===== config.mk =====
export PLATFORM = sky130hd
export DESIGN_NAME = cca_top
export DESIGN_NICKNAME = d
export VERILOG_FILES = /design/src/cca_ccm.v /design/src/cca_top.v
export VERILOG_INCLUDE_DIRS = /design/src
export SDC_FILE = /design/constraint.sdc
export NUM_CORES = 1
export LEC_CHECK = 0
export BUFFER_PORTS_ARGS = -buffer_cell sky130_fd_sc_hd__buf_4
export CORE_MARGIN = 2
export CORE_UTILIZATION = 40
export CTS_CLUSTER_SIZE = 8
export DETAILED_ROUTE_END_ITERATION = 8
export GPL_ROUTABILITY_DRIVEN = 0
export PLACE_DENSITY = 0.62
export SETUP_SLACK_MARGIN = 0.4
export SLEW_MARGIN = 30
export SYNTH_ARGS = -nofsm -noshare
export SYNTH_HDL_FRONTEND = slang
export SYNTH_SLANG_ARGS = --single-unit

===== constraint.sdc =====
create_clock -name mclk -period 2.2 [get_ports mclk]
set_input_delay 0 -clock mclk [delete_from_list [all_inputs] [get_ports mclk]]
set_output_delay 0 -clock mclk [all_outputs]
set_load 0.05 [all_outputs]

===== src/cca_consts.vh =====
`ifndef CCA_CONSTS_VH
`define CCA_CONSTS_VH

// timebase select encodings
`define CCA_TB_DIV12      3'h0
`define CCA_TB_DIV4       3'h1
`define CCA_TB_T0OVF      3'h2
`define CCA_TB_ECI        3'h3
`define CCA_TB_SYSCLK     3'h4
`define CCA_TB_XOSC8      3'h5

// prescaler terminal counts (divide-by minus one)
`define CCA_DIV12_LAST    4'hB
`define CCA_DIV4_LAST     4'h3
`define CCA_DIV_RST       4'h0

// counter values
`define CCA_CNT_RST       16'h0000
`define CCA_CNT_MAX       16'hFFFF
`define CCA_BYTE_MAX      8'hFF
`define CCA_BYTE_RST      8'h00

// module mode register bit positions
`define CCA_M_PWM16       7
`define CCA_M_ECOM        6
`define CCA_M_CAPP        5
`define CCA_M_CAPN        4
`define CCA_M_MAT         3
`define CCA_M_TOG         2
`define CCA_M_PWM         1
`define CCA_M_ECCF        0
`define CCA_MODE_RST      8'h00
`define CCA_WDT_MODE_MASK 8'h01
`define CCA_WDT_MODE_SET  8'h48

// decoded operating modes
`define CCA_OP_NONE       3'h0
`define CCA_OP_CAPT       3'h1
`define CCA_OP_SWT        3'h2
`define CCA_OP_HSO        3'h3
`define CCA_OP_FREQ       3'h4
`define CCA_OP_PWM8       3'h5
`define CCA_OP_PWM16      3'h6

// watchdog state after reset
`define CCA_WDT_RST       1'b1

`endif


===== src/cca_ccm.v =====
`timescale 1ns/1ns
`include "cca_consts.vh"

module cca_ccm #(
    parameter IS_WDT = 0
) (
    input  wire        mclk,
    input  wire        rst_n,
    input  wire [15:0] count,
    input  wire        adv_q,
    input  wire        lo_ovf,
    input  wire        io_line,
    input  wire [7:0]  wdata,
    input  wire        mode_wr,
    input  wire        lo_wr,
    input  wire        hi_wr,
    input  wire        flag_clr,
    input  wire        wdt_active,
    output reg  [7:0]  mode_q,
    output reg  [15:0] cc_q,
    output reg         flag_q,
    output reg  [2:0]  op_q,
    output wire        wdt_trip
);

    function [2:0] cca_decode;
        input [7:0] m;
        begin
            if (!m[`CCA_M_MAT] && !m[`CCA_M_TOG] && !m[`CCA_M_PWM] && (m[`CCA_M_CAPP] || m[`CCA_M_CAPN]))
                cca_decode = `CCA_OP_CAPT;
            else if (m[`CCA_M_CAPP] || m[`CCA_M_CAPN] || !m[`CCA_M_ECOM])
                cca_decode = `CCA_OP_NONE;
            else if (m[`CCA_M_TOG] && m[`CCA_M_PWM])
                cca_decode = `CCA_OP_FREQ;
            else if (m[`CCA_M_PWM])
                cca_decode = m[`CCA_M_PWM16] ? `CCA_OP_PWM16 : `CCA_OP_PWM8;
            else if (m[`CCA_M_MAT] && m[`CCA_M_TOG])
                cca_decode = `CCA_OP_HSO;
            else if (m[`CCA_M_MAT])
                cca_decode = `CCA_OP_SWT;
            else
                cca_decode = `CCA_OP_NONE;
        end
    endfunction

    reg        io_q1;
    reg        io_q2;
    reg [7:0]  mode_d;
    reg [15:0] cc_d;
    reg        flag_set;
    wire       wdt_hold = (IS_WDT != 0) && wdt_active;
    // watchdog forces software timer, keeps only the irq enable
    wire [7:0] eff_mode = wdt_hold ? ((mode_q & `CCA_WDT_MODE_MASK) | `CCA_WDT_MODE_SET) : mode_q;
    wire [2:0] op       = cca_decode(eff_mode);
    wire       rise     = io_q1 & ~io_q2;
    wire       fall     = ~io_q1 & io_q2;
    wire       cap_ev   = (op == `CCA_OP_CAPT) &&
                          ((rise && eff_mode[`CCA_M_CAPP]) || (fall && eff_mode[`CCA_M_CAPN]));
    // compare only right after the counter moved, so one match sets once
    wire       match_ev = adv_q && (count == cc_q) &&
                          ((op == `CCA_OP_SWT) || (op == `CCA_OP_HSO));

    assign wdt_trip = wdt_hold && lo_ovf && (cc_q[15:8] == count[15:8]);

    always @* begin
        mode_d = mode_q;
        cc_d   = cc_q;
        if (mode_wr && !wdt_hold)
            mode_d = wdata;
        if (cap_ev)
            cc_d = count;
        if (lo_wr) begin
            cc_d[7:0]           = wdata;
            mode_d[`CCA_M_ECOM] = 1'b0;
        end
        if (hi_wr) begin
            // watchdog kick reloads deadline from count plus offset
            cc_d[15:8]          = wdt_hold ? (count[15:8] + cc_q[7:0]) : wdata;
            mode_d[`CCA_M_ECOM] = 1'b1;
        end
        flag_set = cap_ev | match_ev;
    end

    always @(posedge mclk or negedge rst_n) begin
        if (!rst_n) begin
            io_q1  <= 1'b0;
            io_q2  <= 1'b0;
            mode_q <= `CCA_MODE_RST;
            cc_q   <= `CCA_CNT_RST;
            flag_q <= 1'b0;
            op_q   <= `CCA_OP_NONE;
        end else begin
            io_q1  <= io_line;
            io_q2  <= io_q1;
            mode_q <= mode_d;
            cc_q   <= cc_d;
            flag_q <= flag_set | (flag_q & ~flag_clr);
            op_q   <= op;
        end
    end

endmodule


===== src/cca_top.v =====
// Contract
// - sixteen-bit up-counter seen as two bytes
// - low read snapshots high byte, no disturbance
// - timebase select picks six count sources
// - count falling edges on external input
// - synchronise divided external oscillator first
// - wrap FFFF to 0000 sets overflow flag
// - overflow irq only when enabled
// - overflow flag stays until software clears
// - irq needs global and array enables
// - idle with suspend clear keeps running
// - three modules, sixteen-bit register, own line
// - capture mode decode and edge selection
// - decode high-speed and frequency output modes
// - decode eight and sixteen bit PWM
// - per-module enable gates event interrupt
// - capture loads counter and sets flag
// - event flag stays until software clears
// - software timer match sets event flag
// - low write clears, high write sets comparator
// - module two is watchdog after reset
`timescale 1ns/1ns
`include "cca_consts.vh"

module cca_top #(
    parameter NUM_MOD = 3,
    parameter WDT_MOD = 2
) (
    input  wire                 mclk,
    input  wire                 rst_n,
    input  wire [2:0]           timebase_select,
    input  wire                 idle_suspend,
    input  wire                 cpu_idle,
    input  wire                 counter_run,
    input  wire                 overflow_irq_enable,
    input  wire                 global_irq_enable,
    input  wire                 counter_array_irq_enable,
    input  wire                 timer0_overflow,
    input  wire                 external_count_input,
    input  wire                 ext_osc_div8,
    input  wire                 wdt_enable_wr,
    input  wire                 wdt_disable_wr,
    input  wire                 wdt_lock_wr,
    input  wire [7:0]           wdata,
    input  wire                 count_low_rd,
    input  wire                 count_high_rd,
    input  wire                 count_low_wr,
    input  wire                 count_high_wr,
    input  wire                 overflow_flag_clr,
    input  wire [NUM_MOD-1:0]   module_io_line,
    input  wire [NUM_MOD-1:0]   mode_wr,
    input  wire [NUM_MOD-1:0]   compare_low_wr,
    input  wire [NUM_MOD-1:0]   compare_high_wr,
    input  wire [NUM_MOD-1:0]   event_flag_clr,
    output reg  [7:0]           count_rd_data_q,
    output reg  [15:0]          counter_q,
    output reg                  counter_overflow_flag_q,
    output reg                  irq_q,
    output reg                  watchdog_active_q,
    output reg                  watchdog_reset_q,
    output reg  [2:0]           timebase_active_q,
    output reg                  idle_suspend_active_q,
    output wire [8*NUM_MOD-1:0] module_mode_q,
    output wire [16*NUM_MOD-1:0] capture_compare_q,
    output wire [NUM_MOD-1:0]   module_event_flag_q,
    output wire [3*NUM_MOD-1:0] module_op_q
);

////////////////////////////////////////////////////////////////////////////////

    reg  [3:0]         div12_q;
    reg  [3:0]         div4_q;
    reg                eci_q1;
    reg                eci_q2;
    reg                xo_s1;
    reg                xo_s2;
    reg                xo_s3;
    reg                adv_q;
    reg  [7:0]         snap_q;
    reg                wdt_lock_q;
    reg                tick;
    reg  [15:0]        counter_d;
    wire               tick12;
    wire               tick4;
    wire               eci_fall;
    wire               xo_rise;
    wire               run_eff;
    wire               idle_stop;
    wire               adv;
    wire               wrap;
    wire               lo_ovf;
    wire [NUM_MOD-1:0] wdt_trip;
    wire [NUM_MOD-1:0] mod_irq;
    wire               irq_d;

////////////////////////////////////////////////////////////////////////////////
// timebase sources

    // free-running prescalers, one-cycle enables
    assign tick12 = (div12_q == `CCA_DIV12_LAST);
    assign tick4  = (div4_q == `CCA_DIV4_LAST);

    always @(posedge mclk or negedge rst_n) begin
        if (!rst_n) begin
            div12_q <= `CCA_DIV_RST;
            div4_q  <= `CCA_DIV_RST;
        end else begin
            div12_q <= tick12 ? `CCA_DIV_RST : div12_q + 4'h1;
            div4_q  <= tick4 ? `CCA_DIV_RST : div4_q + 4'h1;
        end
    end

    // edge on external input needs a low and high of two cycles each,
    // hence the quarter-rate ceiling on that source
    assign eci_fall = eci_q2 & ~eci_q1;

    // divided oscillator is foreign to mclk: two flops, then edge detect
    assign xo_rise = xo_s2 & ~xo_s3;

    always @(posedge mclk or negedge rst_n) begin
        if (!rst_n) begin
            eci_q1 <= 1'b0;
            eci_q2 <= 1'b0;
            xo_s1  <= 1'b0;
            xo_s2  <= 1'b0;
            xo_s3  <= 1'b0;
        end else begin
            eci_q1 <= external_count_input;
            eci_q2 <= eci_q1;
            xo_s1  <= ext_osc_div8;
            xo_s2  <= xo_s1;
            xo_s3  <= xo_s2;
        end
    end

    always @* begin
        case (timebase_active_q)
            `CCA_TB_DIV12:  tick = tick12;
            `CCA_TB_DIV4:   tick = tick4;
            `CCA_TB_T0OVF:  tick = timer0_overflow;
            `CCA_TB_ECI:    tick = eci_fall;
            `CCA_TB_SYSCLK: tick = 1'b1;
            `CCA_TB_XOSC8:  tick = xo_rise;
            default:        tick = 1'b0;
        endcase
    end

////////////////////////////////////////////////////////////////////////////////
// watchdog control and frozen configuration

    // lock keeps the watchdog on until the next reset
    always @(posedge mclk or negedge rst_n) begin
        if (!rst_n) begin
            watchdog_active_q     <= `CCA_WDT_RST;
            wdt_lock_q            <= 1'b0;
            timebase_active_q     <= `CCA_TB_DIV12;
            idle_suspend_active_q <= 1'b0;
            watchdog_reset_q      <= 1'b0;
        end else begin
            if (wdt_lock_wr) begin
                wdt_lock_q        <= 1'b1;
                watchdog_active_q <= 1'b1;
            end else if (wdt_enable_wr) begin
                watchdog_active_q <= 1'b1;
            end else if (wdt_disable_wr && !wdt_lock_q) begin
                watchdog_active_q <= 1'b0;
            end
            if (!watchdog_active_q) begin
                timebase_active_q     <= timebase_select;
                idle_suspend_active_q <= idle_suspend;
            end
            watchdog_reset_q <= |wdt_trip;
        end
    end

////////////////////////////////////////////////////////////////////////////////
// counter

    // watchdog forces the counter on regardless of run control
    assign run_eff   = counter_run | watchdog_active_q;
    assign idle_stop = idle_suspend_active_q & cpu_idle;
    assign adv       = run_eff & ~idle_stop & tick;
    assign wrap      = adv & (counter_q == `CCA_CNT_MAX);
    assign lo_ovf    = adv & (counter_q[7:0] == `CCA_BYTE_MAX);

    always @* begin
        counter_d = counter_q;
        if (adv)
            counter_d = counter_q + 16'h0001;
        // byte writes win over counting, refused while watchdog runs
        if (count_low_wr && !watchdog_active_q)
            counter_d[7:0] = wdata;
        if (count_high_wr && !watchdog_active_q)
            counter_d[15:8] = wdata;
    end

    always @(posedge mclk or negedge rst_n) begin
        if (!rst_n) begin
            counter_q               <= `CCA_CNT_RST;
            adv_q                   <= 1'b0;
            counter_overflow_flag_q <= 1'b0;
        end else begin
            counter_q               <= counter_d;
            adv_q                   <= adv;
            // set beats a same-cycle clear
            counter_overflow_flag_q <= wrap | (counter_overflow_flag_q & ~overflow_flag_clr);
        end
    end

////////////////////////////////////////////////////////////////////////////////
// coherent byte reads

    // reads only touch the snapshot and read data, never the counter
    always @(posedge mclk or negedge rst_n) begin
        if (!rst_n) begin
            snap_q          <= `CCA_BYTE_RST;
            count_rd_data_q <= `CCA_BYTE_RST;
        end else begin
            if (count_low_rd) begin
                snap_q          <= counter_q[15:8];
                count_rd_data_q <= counter_q[7:0];
            end else if (count_high_rd) begin
                count_rd_data_q <= snap_q;
            end
        end
    end

////////////////////////////////////////////////////////////////////////////////
// capture/compare modules

    genvar gi;
    generate
        for (gi = 0; gi < NUM_MOD; gi = gi + 1) begin : g_mod
            cca_ccm #(
                .IS_WDT (gi == WDT_MOD)
            ) u_ccm (
                .mclk       (mclk),
                .rst_n      (rst_n),
                .count      (counter_q),
                .adv_q      (adv_q),
                .lo_ovf     (lo_ovf),
                .io_line    (module_io_line[gi]),
                .wdata      (wdata),
                .mode_wr    (mode_wr[gi]),
                .lo_wr      (compare_low_wr[gi]),
                .hi_wr      (compare_high_wr[gi]),
                .flag_clr   (event_flag_clr[gi]),
                .wdt_active (watchdog_active_q),
                .mode_q     (module_mode_q[8*gi+7:8*gi]),
                .cc_q       (capture_compare_q[16*gi+15:16*gi]),
                .flag_q     (module_event_flag_q[gi]),
                .op_q       (module_op_q[3*gi+2:3*gi]),
                .wdt_trip   (wdt_trip[gi])
            );
            assign mod_irq[gi] = module_event_flag_q[gi] & module_mode_q[8*gi+`CCA_M_ECCF];
        end
    endgenerate

////////////////////////////////////////////////////////////////////////////////
// interrupt request

    assign irq_d = global_irq_enable & counter_array_irq_enable &
                   ((counter_overflow_flag_q & overflow_irq_enable) | (|mod_irq));

    always @(posedge mclk or negedge rst_n) begin
        if (!rst_n)
            irq_q <= 1'b0;
        else
            irq_q <= irq_d;
    end

endmodule


==> flow_summary.ini <==
[status]
status = complete, no violations

[yosys]
synth_warnings = 0
async_flop_share_pct = 100
syn_area_mm2 = 0.00792
synthCells = 818
synth_edf_count = 0
ys_seq_area_share_pct = 45.8
avgSynthCellArea_um2 = 9.69
ys.flop_type = dfrtp_1
synth.distinct_cells = 60
synth-seq-cells = 145
syn_nets = 874

[sta]
relSlewSlack_pct = 58.1
setup_violations = 0
rsz0062_at_grt = yes
finalCriticalPeriod_ns = 2.07
fin_tns_setup_ns = 0
fmax_mhz = 483
slew_violations = 0
worst_slew_pin_slew_ns = 0.627
clock_skew_ns = 0.00847
hold_violations = 0
period_share_pct = 94.1

[clock_tree]
cts_tree = done
cts_made_buffers = 17
clockRootBuffer = clkbuf_16
path_clk_slew_ns = 0.06
htree_num_levels = 4
clock_path_buffers = 2
clock-sinks = 145
clkLatencyLatePin_ns = 0.43

[die]
die_h_um = 145
start_util_pct = 40.7
io_pins = 161
die-area_mm2 = 0.0209
fp.coreArea_mm2 = 0.0195
num_rows = 51
die_w_um = 145

[final_layout]
fillCellCount = 1738
drive_gt1_share_pct = 33.6
final_area_mm2 = 0.0109
syn_to_final_growth_pct = 37.6
antenna_cells_inserted = 0
finalNetCount = 1078

[routing]
avgViaCountPerCell = 5.54
firstDrtPassIters = 5
wl_per_cell_um = 20.2
antenna_left = 0
vias = 7208
route.detailed.drc = 0
wirelength_um = 26300
drt_iter0_markers = 622

[setup_path]
cp.required_ns = 2.51
crit_chain = ha_4, nor3b_4, a211o_1, a31oi_4, clkbuf_16, nor2_1, a221o_1
crit_arrival_ns = 2.38
cp_num_buf_inv = 1
timing_worst_setup_path_type = register to register
slowest_delay_ns = 0.41
crit_path_start_kind = register
cp-end-kind = register
critical_path_peak_fanout = 11
cp_slowest_cell = dfrtp_1
crit_family = compound AO/OA/AOI/OAI gates

[global_route]
grt_usage_pct = 25.2
grt_busiest_layer = met2
first_global_vias = 6771
grt_pass1_wl_um = 39200
grt.overflow.total = 0
gr-usage-met3_pct = 4.90
grtUsageMet1_pct = 34.4
antenna_found_initial = 0
grtUsageMet2_pct = 39.7
grt_max_degree = 52

[worst_hold_path]
min_path_type = input pin to register

[placed_design]
place_hpwl_um = 17500
dpl_cell_area_mm2 = 0.00956
placement.io_buffers = 160

[power]
p_leak_nw = 4.62
pwr_density_cell_mw_per_mm2 = 923
vdd_ir_drop_max_mv = 0.604

[flow_run]
drv_cap = 0
-- final timing paths --
path | startpoint | depth (start not counted) | to | slack [ns]
hold reg to reg | xo_s1 | 0 | xo_s2 | 0.35
setup reg to reg | div4_q[1] | 7 | counter_q[0] | 0.13
min in group asynchronous | rst_n | 2 | g_mod[2].u_ccm.cc_q[11] | 0.10
setup / recovery | div4_q[1] | 7 | counter_q[0] | 0.13
max in group asynchronous | rst_n | 3 | counter_q[3] | 1.45
hold / removal | compare_high_wr[1] | 3 | g_mod[1].u_ccm.cc_q[15] | 0.01
-- placed cells by master (no fill, tap or decap), types with 6 or more instances in the layout --
cell / Yosys / routed
nor4_1: 42 / 40
or2_2: 7 / 7
o31ai_1: 8 / 8
o21ai_0: 38 / 25
clkbuf_16: 0 / 19
ha_1: 10 / 6
a31oi_1: 12 / 10
nand3_1: 20 / 20
xnor2_1: 22 / 22
nand4_1: 10 / 10
nand2b_1: 8 / 7
nor3_1: 104 / 104
nand2_1: 40 / 39
nor2_1: 32 / 30
o21ai_1: 4 / 16
inv_1: 16 / 16
or4_1: 9 / 8
dlygate4sd3_1: 0 / 41
dfrtp_1: 144 / 119
a21oi_1: 11 / 8
mux2_2: 35 / 34
and3_1: 7 / 6
xor2_1: 29 / 29
nor2b_1: 40 / 39
nand3b_1: 7 / 7
buf_4: 3 / 202
dfrtp_2: 0 / 25
mux2i_1: 31 / 31
-- worst reg2reg max path: stages, from the launching register on --
cell and delay, ns:
dfrtp_1 0.41, ha_4 0.18, nor3b_4 0.14, a211o_1 0.34
a31oi_4 0.31, clkbuf_16 0.22, nor2_1 0.06, a221o_1 0.30
-- through the flow --
step	cells	setup WS [ns]	total power, mW	utilization [%]	hold WS [ns]
global route	1300	0.0274	10.5	56.0	0.0386
finish	1300	0.129	10.1	56.0	0.00992
detailed placement	1209	0.0712	6.92	49.1	-0.00493
CTS	1292	0.190	9.99	55.0	0.000522
floorplan	818	0.104	5.72	-	-0.296
global placement	1209	0.129	6.90	49.1	-0.00491
-- Yosys cell counts (12+ instances only) --
cell / instances / share of area, %
dfrtp_1: 144 / 45
nor3_1: 104 / 6.6
clkbuf_1: 47 / 2.2
nor4_1: 42 / 3.3
nand2_1: 40 / 1.9
nor2b_1: 40 / 3.2
o21ai_0: 38 / 2.4
mux2_2: 35 / 5.0
nor2_1: 32 / 1.5
mux2i_1: 31 / 3.9
xor2_1: 29 / 3.2
xnor2_1: 22 / 2.4
nand3_1: 20 / 1.3
inv_1: 16 / 0.76
a31oi_1: 12 / 0.95
-- state kept, by name, summed over array words and instances, names as in the netlist, 3 cells and up --
register            flops
g_mod.u_ccm.cc_q       48
g_mod.u_ccm.mode_q     24
g_mod.u_ccm.io_q2       3
div4_q                  4
snap_q                  8
g_mod.u_ccm.op_q        9
g_mod.u_ccm.flag_q      3
g_mod.u_ccm.io_q1       3
count_rd_data_q         8
timebase_active_q       3
counter_q              16
div12_q                 4
-- power by group --
group          switching, mW  internal (mW)  leakage (nW)
sequential             0.474           3.02          1.71
clock                   1.16           1.78         0.292
combinational           2.31           1.32          2.63
-- metal layers --
metal	vias up	wire [um]	part of all wire, %
met5	-	0	0
met4	0	769	2.9
met3	59	1850	7.0
met2	270	12600	48
met1	3516	11100	42
li1	3363	-	-
-- layout make-up --
type | instances | area [um^2] | area share [%]
multi-input combinational | 587 | 4130 | 37.9
inverter | 16 | 60.1 | 0.551
clock buffer | 22 | 484 | 4.44
tap | 265 | 332 | 3.04
clock inverter | 10 | 109 | 0.998
sequential | 145 | 3660 | 33.6
timing repair buffer | 255 | 2130 | 19.5
-- cell families after synthesis --
family | count (synthesis) | synth area share (%)
AND/OR/NAND/NOR | 341 | 23.2
flip-flops | 145 | 45.8
AO/OA/AOI/OAI | 118 | 10.1
buffers and inverters | 86 | 4.47
multiplexers | 66 | 8.89
XOR/XNOR | 51 | 5.64
adder cells (fa/ha/maj) | 11 | 1.83
-- repair_timing --
action | in CTS | in global routing
pin swaps | 7 | 22
hold buffers | 41 | 0
buffers inserted | 9 | 6
endpoints found under the setup margin | 51 | 57
hold endpoints to repair | 221 | 0
gates resized for setup | 15 | 20
gates cloned | 1 | 2
Note: power is estimated with default switching activity, not from simulation.
